[src/hw/ocu_pkg.sv]
// Constants, field layout and mode codes of the output compare unit.
// Assumes the timebase counter and its advance strobe run on the same clock.
//
// Notes on behaviour
// - Three-bit mode field selects the mode; 000 releases the pin to port logic.
// - Mode 001: pin starts low, event on the rising output edge.
// - Mode 010: pin starts high, event on the falling output edge.
// - Mode 011: present level kept on entry, event on every output edge.
// - Mode 100: pin starts low, event on the falling output edge.
// - Mode 101: pin starts low, event on each falling output edge, repeating.
// - Mode 110: pin starts low if primary is zero, else high; no event.
// - Mode 111: same start; fault input falling edge raises event on channels 1-4.
// - Only channels 1 and 2 ever request DMA.
// - Five-bit select routes fault input from pin n; 11111 grounds it; resets to ones.
package ocu_pkg;
  localparam int DATA_W = 16;
  localparam int TIMER_W = 16;
  localparam int ADDR_W = 2;
  localparam logic [ADDR_W-1:0] ADDR_CTRL = 2'h0;
  localparam logic [ADDR_W-1:0] ADDR_PRIMARY = 2'h1;
  localparam logic [ADDR_W-1:0] ADDR_SECONDARY = 2'h2;
  localparam logic [ADDR_W-1:0] ADDR_FAULT_SEL = 2'h3;
  localparam int MODE_LSB = 0;
  localparam int MODE_W = 3;
  localparam int FAULT_FLAG_BIT = 4;
  localparam int FSEL_W = 5;
  localparam logic [FSEL_W-1:0] FSEL_RESET = 5'h1F;
  localparam logic [FSEL_W-1:0] FSEL_MAX_PIN = 5'h19;
  localparam int NUM_RPIN = 26;
  localparam int DMA_MAX_CHANNEL = 2;
  localparam int FAULT_MAX_CHANNEL = 4;
  typedef enum logic [MODE_W-1:0] {
    MODE_OFF = 3'h0,
    MODE_LOW_SHOT = 3'h1,
    MODE_HIGH_SHOT = 3'h2,
    MODE_TOGGLE = 3'h3,
    MODE_DELAY_SHOT = 3'h4,
    MODE_CONT_PULSE = 3'h5,
    MODE_PWM = 3'h6,
    MODE_PWM_FAULT = 3'h7
  } ocu_mode_t;
endpackage : ocu_pkg

[src/hw/ocu_fault_if.sv]
// Carries the fault pin selection and the filtered fault level between modules.
// Assumes both ends share one clock.
`timescale 1ns/1ns
`default_nettype none
interface ocu_fault_if;
  logic [ocu_pkg::FSEL_W-1:0] sel;
  logic level;
  logic fall;
  modport ctrl (output sel, input level, input fall);
  modport sync (input sel, output level, output fall);
endinterface : ocu_fault_if
`default_nettype wire

[src/hw/ocu_compare.sv]
// Output compare channel: register file, mode engine and compare pin drive.
// Assumes timer_count and timer_tick come from a timebase on the same clock,
// and that software stops that timebase while rewriting the control register.
//
// Decided for this implementation: the plain strobed port and the register addresses.
`timescale 1ns/1ns
`default_nettype none
module ocu_compare
  import ocu_pkg::*;
#(
  parameter int CHANNEL = 1,
  parameter int TW = ocu_pkg::TIMER_W,
  parameter int NPIN = ocu_pkg::NUM_RPIN
) (
  input wire logic clock,
  input wire logic sys_rst,
  input wire logic [ocu_pkg::ADDR_W-1:0] reg_addr,
  input wire logic [ocu_pkg::DATA_W-1:0] reg_wdata,
  input wire logic reg_wr,
  input wire logic reg_rd,
  output logic [ocu_pkg::DATA_W-1:0] reg_rdata,
  input wire logic [TW-1:0] timer_count,
  input wire logic timer_tick,
  input wire logic [NPIN-1:0] remappable_pin,
  output logic compare_output_pin,
  output logic compare_output_pin_oe,
  output logic compare_event,
  output logic dma_req
);
  import ocu_pkg::*;

  localparam logic DMA_OK = (CHANNEL >= 1) && (CHANNEL <= DMA_MAX_CHANNEL);
  localparam logic FAULT_EVT_OK = (CHANNEL >= 1) && (CHANNEL <= FAULT_MAX_CHANNEL);

  typedef struct packed {
    ocu_mode_t mode;
    logic fault_flag;
    logic pin;
    logic oe;
    logic done;
    logic [TW-1:0] primary;
    logic [TW-1:0] secondary;
    logic [FSEL_W-1:0] fsel;
    logic [DATA_W-1:0] rdata;
    logic event_p;
  } ocu_state_t;

  ocu_state_t st_reg;
  ocu_state_t st_next;

  ocu_fault_if fault_bus ();

  ocu_fault_sync #(
    .NPIN(NPIN)
  ) u_fault_sync (
    .clock(clock),
    .sys_rst(sys_rst),
    .remappable_pin(remappable_pin),
    .fault(fault_bus.sync)
  );

  assign fault_bus.sel = st_reg.fsel;

  logic wr_ctrl;
  logic hit_p;
  logic hit_s;
  logic period_start;
  logic fault_hit;

  assign wr_ctrl = reg_wr && (reg_addr == ADDR_CTRL);
  assign hit_p = timer_tick && (timer_count == st_reg.primary);
  assign hit_s = timer_tick && (timer_count == st_reg.secondary);
  assign period_start = timer_tick && (timer_count == '0);
  assign fault_hit = fault_bus.fall && (st_reg.mode == MODE_PWM_FAULT);

  function automatic logic [DATA_W-1:0] widen(input logic [TW-1:0] v);
    logic [DATA_W-1:0] w;
    w = '0;
    w[TW-1:0] = v;
    return w;
  endfunction : widen

  always_comb begin
    st_next = st_reg;
    st_next.event_p = 1'b0;
    st_next.rdata = '0;
    if (reg_wr) begin
      case (reg_addr)
        ADDR_PRIMARY: st_next.primary = reg_wdata[TW-1:0];
        ADDR_SECONDARY: st_next.secondary = reg_wdata[TW-1:0];
        ADDR_FAULT_SEL: st_next.fsel = reg_wdata[FSEL_W-1:0];
        default: ;
      endcase
    end
    if (wr_ctrl) begin
      // Entry into a mode sets the starting level and rearms one-shots
      st_next.mode = ocu_mode_t'(reg_wdata[MODE_LSB +: MODE_W]);
      st_next.fault_flag = 1'b0;
      st_next.done = 1'b0;
      st_next.oe = 1'b1;
      case (ocu_mode_t'(reg_wdata[MODE_LSB +: MODE_W]))
        MODE_OFF: begin
          st_next.oe = 1'b0;
          st_next.pin = 1'b0;
        end
        MODE_LOW_SHOT: st_next.pin = 1'b0;
        MODE_HIGH_SHOT: st_next.pin = 1'b1;
        MODE_TOGGLE: st_next.pin = st_reg.pin;
        MODE_DELAY_SHOT: st_next.pin = 1'b0;
        MODE_CONT_PULSE: st_next.pin = 1'b0;
        MODE_PWM, MODE_PWM_FAULT: st_next.pin = (st_reg.primary != '0);
        default: st_next.pin = 1'b0;
      endcase
    end else begin
      case (st_reg.mode)
        MODE_LOW_SHOT: begin
          if (!st_reg.done && hit_p) begin
            st_next.pin = 1'b1;
            st_next.done = 1'b1;
            st_next.event_p = 1'b1;
          end
        end
        MODE_HIGH_SHOT: begin
          if (!st_reg.done && hit_p) begin
            st_next.pin = 1'b0;
            st_next.done = 1'b1;
            st_next.event_p = 1'b1;
          end
        end
        MODE_TOGGLE: begin
          if (hit_p) begin
            st_next.pin = !st_reg.pin;
            st_next.event_p = 1'b1;
          end
        end
        MODE_DELAY_SHOT, MODE_CONT_PULSE: begin
          // Primary match raises the pulse, secondary match ends it
          if (!st_reg.done && !st_reg.pin && hit_p) begin
            st_next.pin = 1'b1;
          end else if (!st_reg.done && st_reg.pin && hit_s) begin
            st_next.pin = 1'b0;
            st_next.event_p = 1'b1;
            st_next.done = (st_reg.mode == MODE_DELAY_SHOT);
          end
        end
        MODE_PWM, MODE_PWM_FAULT: begin
          // Period starts at count zero; a zero duty keeps the pin low
          if (!st_reg.fault_flag) begin
            if (period_start) begin
              st_next.pin = (st_reg.primary != '0);
            end
            if (hit_p) begin
              st_next.pin = 1'b0;
            end
          end
        end
        default: ;
      endcase
    end
    // A fault landing on a control write still latches: set beats clear
    if (fault_hit) begin
      st_next.fault_flag = 1'b1;
      st_next.pin = 1'b0;
      st_next.event_p = FAULT_EVT_OK;
    end
    if (reg_rd) begin
      case (reg_addr)
        ADDR_CTRL: begin
          st_next.rdata[MODE_LSB +: MODE_W] = st_reg.mode;
          st_next.rdata[FAULT_FLAG_BIT] = st_reg.fault_flag;
        end
        ADDR_PRIMARY: st_next.rdata = widen(st_reg.primary);
        ADDR_SECONDARY: st_next.rdata = widen(st_reg.secondary);
        ADDR_FAULT_SEL: st_next.rdata[FSEL_W-1:0] = st_reg.fsel;
        default: st_next.rdata = '0;
      endcase
    end
  end

  always_ff @(posedge clock) begin
    if (sys_rst) begin
      st_reg <= '{mode: MODE_OFF, fault_flag: 1'b0, pin: 1'b0, oe: 1'b0, done: 1'b0,
                  primary: '0, secondary: '0, fsel: FSEL_RESET, rdata: '0,
                  event_p: 1'b0};
    end else begin
      st_reg <= st_next;
    end
  end

  assign reg_rdata = st_reg.rdata;
  assign compare_output_pin = st_reg.pin;
  assign compare_output_pin_oe = st_reg.oe;
  assign compare_event = st_reg.event_p;
  // DMA requests are wired out only for the low channels
  assign dma_req = st_reg.event_p && DMA_OK;
endmodule : ocu_compare
`default_nettype wire

[src/hw/ocu_fault_sync.sv]
// Fault input routing: picks one remappable pin, synchronises and filters it.
// Assumes the pins are asynchronous and the select is held steady by software.
`timescale 1ns/1ns
`default_nettype none
module ocu_fault_sync
  import ocu_pkg::*;
#(
  parameter int NPIN = ocu_pkg::NUM_RPIN
) (
  input wire logic clock,
  input wire logic sys_rst,
  input wire logic [NPIN-1:0] remappable_pin,
  ocu_fault_if.sync fault
);
  import ocu_pkg::*;

  typedef struct packed {
    logic s1;
    logic s2;
    logic s3;
    logic stable;
    logic fall;
  } ocu_sync_t;

  ocu_sync_t sync_reg;
  ocu_sync_t sync_next;

  // Codes past the last pin, the ground code among them, read as low
  function automatic logic pick_pin(input logic [FSEL_W-1:0] sel,
                                    input logic [NPIN-1:0] pins);
    logic v;
    v = 1'b0;
    if (sel <= FSEL_MAX_PIN && int'(sel) < NPIN) begin
      v = pins[sel];
    end
    return v;
  endfunction : pick_pin

  always_comb begin
    sync_next = sync_reg;
    sync_next.s1 = pick_pin(fault.sel, remappable_pin);
    sync_next.s2 = sync_reg.s1;
    sync_next.s3 = sync_reg.s2;
    sync_next.fall = 1'b0;
    // Only a level seen twice in a row counts, which rejects one-cycle glitches
    if (sync_reg.s2 == sync_reg.s3) begin
      sync_next.stable = sync_reg.s3;
      sync_next.fall = sync_reg.stable && !sync_reg.s3;
    end
  end

  always_ff @(posedge clock) begin
    if (sys_rst) begin
      sync_reg <= '{s1: 1'b0, s2: 1'b0, s3: 1'b0, stable: 1'b0, fall: 1'b0};
    end else begin
      sync_reg <= sync_next;
    end
  end

  assign fault.level = sync_reg.stable;
  assign fault.fall = sync_reg.fall;
endmodule : ocu_fault_sync
`default_nettype wire

[config.mk]
export PLATFORM = sky130hd
export DESIGN_NAME = ocu_compare
export DESIGN_NICKNAME = d
export VERILOG_FILES = /design/src/hw/ocu_pkg.sv /design/src/hw/ocu_fault_if.sv /design/src/hw/ocu_compare.sv /design/src/hw/ocu_fault_sync.sv
export SDC_FILE = /design/constraint.sdc
export NUM_CORES = 1
export LEC_CHECK = 0
export BUFFER_PORTS_ARGS = -buffer_cell sky130_fd_sc_hd__buf_2
export CAP_MARGIN = 0
export CORE_ASPECT_RATIO = 0.7
export CORE_MARGIN = 8
export CORE_UTILIZATION = 57
export DETAILED_ROUTE_END_ITERATION = 8
export PLACE_DENSITY = 0.84
export REMOVE_ABC_BUFFERS = 1
export SYNTH_ARGS = -nofsm -noshare
export SYNTH_HDL_FRONTEND = slang
export SYNTH_SLANG_ARGS = --single-unit
[constraint.sdc]
create_clock -name clock -period 5.4 [get_ports clock]
set_clock_uncertainty 0.05 [all_clocks]
set_input_delay 0.27 -clock clock [delete_from_list [all_inputs] [get_ports clock]]
set_output_delay 0.27 -clock clock [all_outputs]
set_load 0.01 [all_outputs]
-- Word-level counts from Yosys, hierarchy flattened
Index checks and enable logic that the tools add are counted.
- flip-flop bits (word level): 66
- logic and storage cells: 118
- output and inout bits: 20
- bits of input ports: 65
- bitwise operators: 3
- equality and inequality tests: 30
- magnitude comparators: 3
- reductions and logical operators: 37
- multiplexer cells: 30
- operators by type and width (cell ; count):
    $eq 16x16->1 ; 2
    $eq 3x3->1 const B ; 8
    $pmux 11 s2 ; 1
    $mux 1 ; 20
    $reduce_or 2->1 ; 9
    $logic_not 16->1 ; 1
    $reduce_bool 16->1 ; 1
    $eq 3x2->1 const B ; 4
    $logic_and 1x1->1 ; 12
    $ne 3x3->1 const B ; 4
    $pmux 3 s4 ; 1
    $pmux 1 s3 ; 3
    $ne 4x4->1 const B ; 2
    $reduce_and 8->1 ; 1
    $eq 3x1->1 const B ; 2
    $lt 5x6->1 const B ; 1
    $ne 2x2->1 const B ; 3
    $reduce_and 2->1 ; 3
    $reduce_bool 6->1 ; 1
    $bmux 1 s5 ; 1
    $le 5x5->1 const B ; 1
    $lt 5x5->1 const B ; 1
    $pmux 1 s5 ; 1
    $eq 2x2->1 const B ; 2
    other kinds (13) ; 18

-- Longest topological paths before layout
- depth after elaboration: 8
- depth in mapped cells: 9
- mapped depth without buffers: 8

-- By module
A second synthesis with hierarchy kept.
- cells, all modules: 417
- area total of the unflattened synthesis: 3462.1 µm²
- modules (own cells, without submodules) (module ; area each (µm²) ; cells an instance ; seq. area each (µm²) ; instances):
    ocu_compare ; 3079.2 ; 384 ; 1221.2 ; 1
    ocu_fault_sync ; 382.9 ; 33 ; 100.1 ; 1

-- Worst setup path after synthesis
Ideal clock, no wire load.
- path kind: register to register
- from: register st_reg[47] in the netlist's numbering
- to: register st_reg, in the netlist compare_output_pin
- required time: 5227 ps
- path slack: 3323 ps
- cell stages (with the launch flop): 8
- library setup time: 123 ps
- buffers on the path: 0
- data arrival time: 1904 ps
- period minus slack after synthesis: 2077 ps
- path through: dfxtp_1 xnor2_1 nand4_1 or4_1 or3_4 o2111ai_2 o211ai_1 mux2i_1
- word-level cells in the longest chain between the ends: 6
- elaborated cells between the ends (all ways): 18
- those cells by class: 6 x eq/ne; 7 x mux; 5 x reduce/logical
- ends and longest elaborated chain (item ; RTL line ; text):
    start, declared ; ocu_compare.sv:48 ; ocu_state_t st_reg;
    start signal, assigned ; ocu_compare.sv:182 ; st_reg <= '{mode: MODE_OFF, fault_flag: 1'b0, pin: 1'b0, oe: 1'b0, done: 1'b0,
    start signal, assigned ; ocu_compare.sv:186 ; st_reg <= st_next;
    $reduce_bool 16->1 / $eq 16x16->1 (equally long branches) ; ocu_compare.sv:111, ocu_compare.sv:150, ocu_compare.sv:71 ;
    $mux 1 / $logic_and 1x1->1 (equally long branches) ; ocu_compare.sv:149, ocu_compare.sv:71 ;
    $mux 1 / $logic_and 1x1->1 (equally long branches) ; ocu_compare.sv:152, ocu_compare.sv:138 ;
    $mux 1 (on tied branches) ; ocu_compare.sv:148, ocu_compare.sv:138 ;
    $pmux 1 s5 ; ocu_compare.sv:115 ; case (st_reg.mode)
    $mux 1 ; ocu_compare.sv:95 ; if (wr_ctrl) begin
Parallel ways exist; a longest one is shown, timed or not. The select of a mux whose other input is x is not followed.
A chain may end at the register's enable or synchronous reset.

-- Final worst setup path
- from: register st_reg[46] in the netlist's numbering
- to: register st_reg, in the netlist compare_output_pin
Same word-level chain as after synthesis.

==> reports/results.ini <==
[outcome]
status = complete, no violations

[layout]
nFillCells = 512
area_growth_pct = 14.4
num_antenna_cells = 0
multi_input_area_mm2 = 0.00183
largest_reg_flops = 37
drive_above_1_share_pct = 22.8
final_nets = 530
regArea_mm2 = 0.00132

[sta]
rsz0062_at_grt = no
tns_ns = 0
fin_crit_sh_pct = 42.8
max_freq_ghz = 0.432
slew_headroom_pct = 38.2
worst_slew_pin_slew_ns = 0.927
finalSetupViolations = 0
period_minus_slack_ns = 2.31
drv_slew = 0
hold_viol_final = 0

[synthesis]
synthArstFlopShare_pct = 0
yosysWarnings = 0
syn_inst = 408
ys.flop_type = dfxtp_1
synth_top_family_by_area = simple AND/OR/NAND/NOR gates
yosys_register_bits = 66
synthAdderAreaFrac_pct = 1.85
synth-simple-area-share_pct = 22.8
avgSynthCellArea_um2 = 8.31
synth-compound-area-share_pct = 15.3
yosys-mux-area-fraction_pct = 5.54
syn_area_mm2 = 0.00339
synth_xor_area_share_pct = 8.52
yosysUniqueCellTypes = 42
synth_edf_count = 0
seq_area_frac_synth_pct = 39.0

[global_routing]
antenna_found_initial = 0
first_global_vias = 3123
grt_pass1_wl_um = 15700
grt_use_total_pct = 23.0
grt_overflow_total = 0
grt_max_degree = 54

[setup_path]
slowest_delay_ns = 0.57
crit_path_end_kind = register
crit_buf_inv = 0
cp.required_ns = 5.59
worst-path-max-fanout = 4
cp.arrival_ns = 2.50
slowest_stage = or4_1
worstSetupStartpointType = register
path_cells = xnor2_1 -> nand4_1 -> or4_1 -> or3_4 -> o2111ai_2 -> o211ai_1 -> mux2i_1
crit_type = reg2reg
cp_top_family = simple AND/OR/NAND/NOR gates

[clocking]
cts_tree = done
ctsResizeCount = 0
cts_post_setup_buffers_inserted = 0
cts_buffers = 9
clock-root-buffer = clkbuf_8
cts_max_level = 3
cts.sink_count = 66
clk_latency_ns = 0.36
clk_pin_slew_ns = 0.07
clock_path_buffers = 2
ctsHoldBuffers = 0

[floorplanning]
coreArea_mm2 = 0.00573
io_pins = 85
initial_core_util_pct = 59.2
num_rows = 23
design.die.area_mm2 = 0.00871
die_w_um = 108
die_y_um = 80.5

[placed_design]
port-buffer-count = 84
routabilityCongestion = 0.950
hpwl_um = 7230

[detailed_routing]
via_count = 3233
viasPerCell = 5.99
drc = 0
drt_iter0_markers = 373
drt-total-wl_um = 10100
wl_per_cell_um = 18.6
dr.pass1.iters = 5
antenna_left = 0

[power_and_ir_drop]
ir_worst_vdd_mv = 0.212
powerDensity_mw_per_mm2 = 278
p_leak_nw = 1.51
power_mw = 1.08

[run]
maxCapViolCount = 0

[hold_path]
hold_path_class = in2reg

[stage by stage]
step	setup WS, ns	cell area (µm²)	utilization, %	hold WS [ns]	instances
final	3.09	3880	67.7	0.108	540
after global routing	3.00	3880	67.7	0.110	540
after CTS	3.11	3880	67.7	0.102	540
after detailed placement	3.10	3680	64.3	0.363	524
after global placement	3.14	3680	64.3	0.348	524
after floorplan	3.32	3170	-	0.289	365
[final cells by class]
class	instances	share of cell area, %
tap	75	2.42
timing repair buffer	84	10.8
clock inverter	2	0.904
clock buffer	14	4.19
multi-input combinational	295	47.2
sequential	66	34.1
inverter	4	0.387
[where the power goes]
group	total, mW	switching [mW]	internal (mW)
combinational	0.138	0.0756	0.0621
clock	0.421	0.183	0.238
sequential	0.518	0.0183	0.500
[layer usage]
layer | part of all wire, % | GRT usage [%] | routed length (µm)
met5 | 0 | 0 | 0
met4 | 1.5 | 8.00 | 153
met3 | 13 | 7.51 | 1330
met2 | 44 | 33.7 | 4470
met1 | 41 | 30.9 | 4110
[synthesized netlist by cell type (4+ instances only)]
library cell / count / share of area [%]
a211o_1: 5 / 1.3
a21oi_1: 44 / 6.5
a222oi_1: 5 / 1.5
a22oi_1: 11 / 2.4
and2_1: 4 / 0.74
and3_1: 4 / 0.74
buf_4: 17 / 3.8
clkbuf_1: 26 / 2.9
dfxtp_1: 66 / 39
ha_1: 5 / 1.8
inv_1: 4 / 0.44
mux4_2: 7 / 4.6
nand2_1: 83 / 9.2
nand4_1: 11 / 2.0
nor2_1: 26 / 2.9
nor2b_1: 4 / 0.74
nor3_1: 8 / 1.2
nor4_1: 9 / 1.7
o21ai_0: 5 / 0.74
xnor2_1: 29 / 7.5
xor2_1: 4 / 1.0
[kinds of logic after synthesis]
kind of cell,count (synthesis)
compound gates,82
xor+xnor,33
fa+ha+maj,5
buf+inv,47
flops,66
mux,10
simple gates,165
[path summary, 6_finish.rpt]
| path | startpoint | end | slack, ns | depth (start not counted) |
|---|---|---|---|---|
| hold reg to reg | u_fault_sync.sync_reg[2]$_SDFF_PP0_ | u_fault_sync.fault.fall$_SDFF_PP0_ | 0.37 | 1 |
| setup / recovery | st_reg[46]$_SDFFE_PP0P_ | compare_output_pin$_SDFFE_PP0P_ | 3.09 | 7 |
| setup reg to reg | st_reg[46]$_SDFFE_PP0P_ | compare_output_pin$_SDFFE_PP0P_ | 3.09 | 7 |
| hold / removal | reg_wdata[10] | st_reg[32]$_SDFFE_PP0P_ | 0.11 | 3 |
[tightest hold or removal path: stages]
cell and delay, ns:
buf_2 0.10, nand2_1 0.05, a21oi_1 0.05
[cell usage in the layout, fill, tap and decap left out, drive strengths merged, types with 9 or more instances in the layout]
| cell | count |
|---|---|
| buf | 84 |
| nand2 | 83 |
| dfxtp | 66 |
| a21oi | 44 |
| xnor2 | 29 |
| nor2 | 26 |
| clkbuf | 14 |
| a22oi | 11 |
| nand4 | 11 |
| nor4 | 9 |
Power figures use the tool's default switching activity.
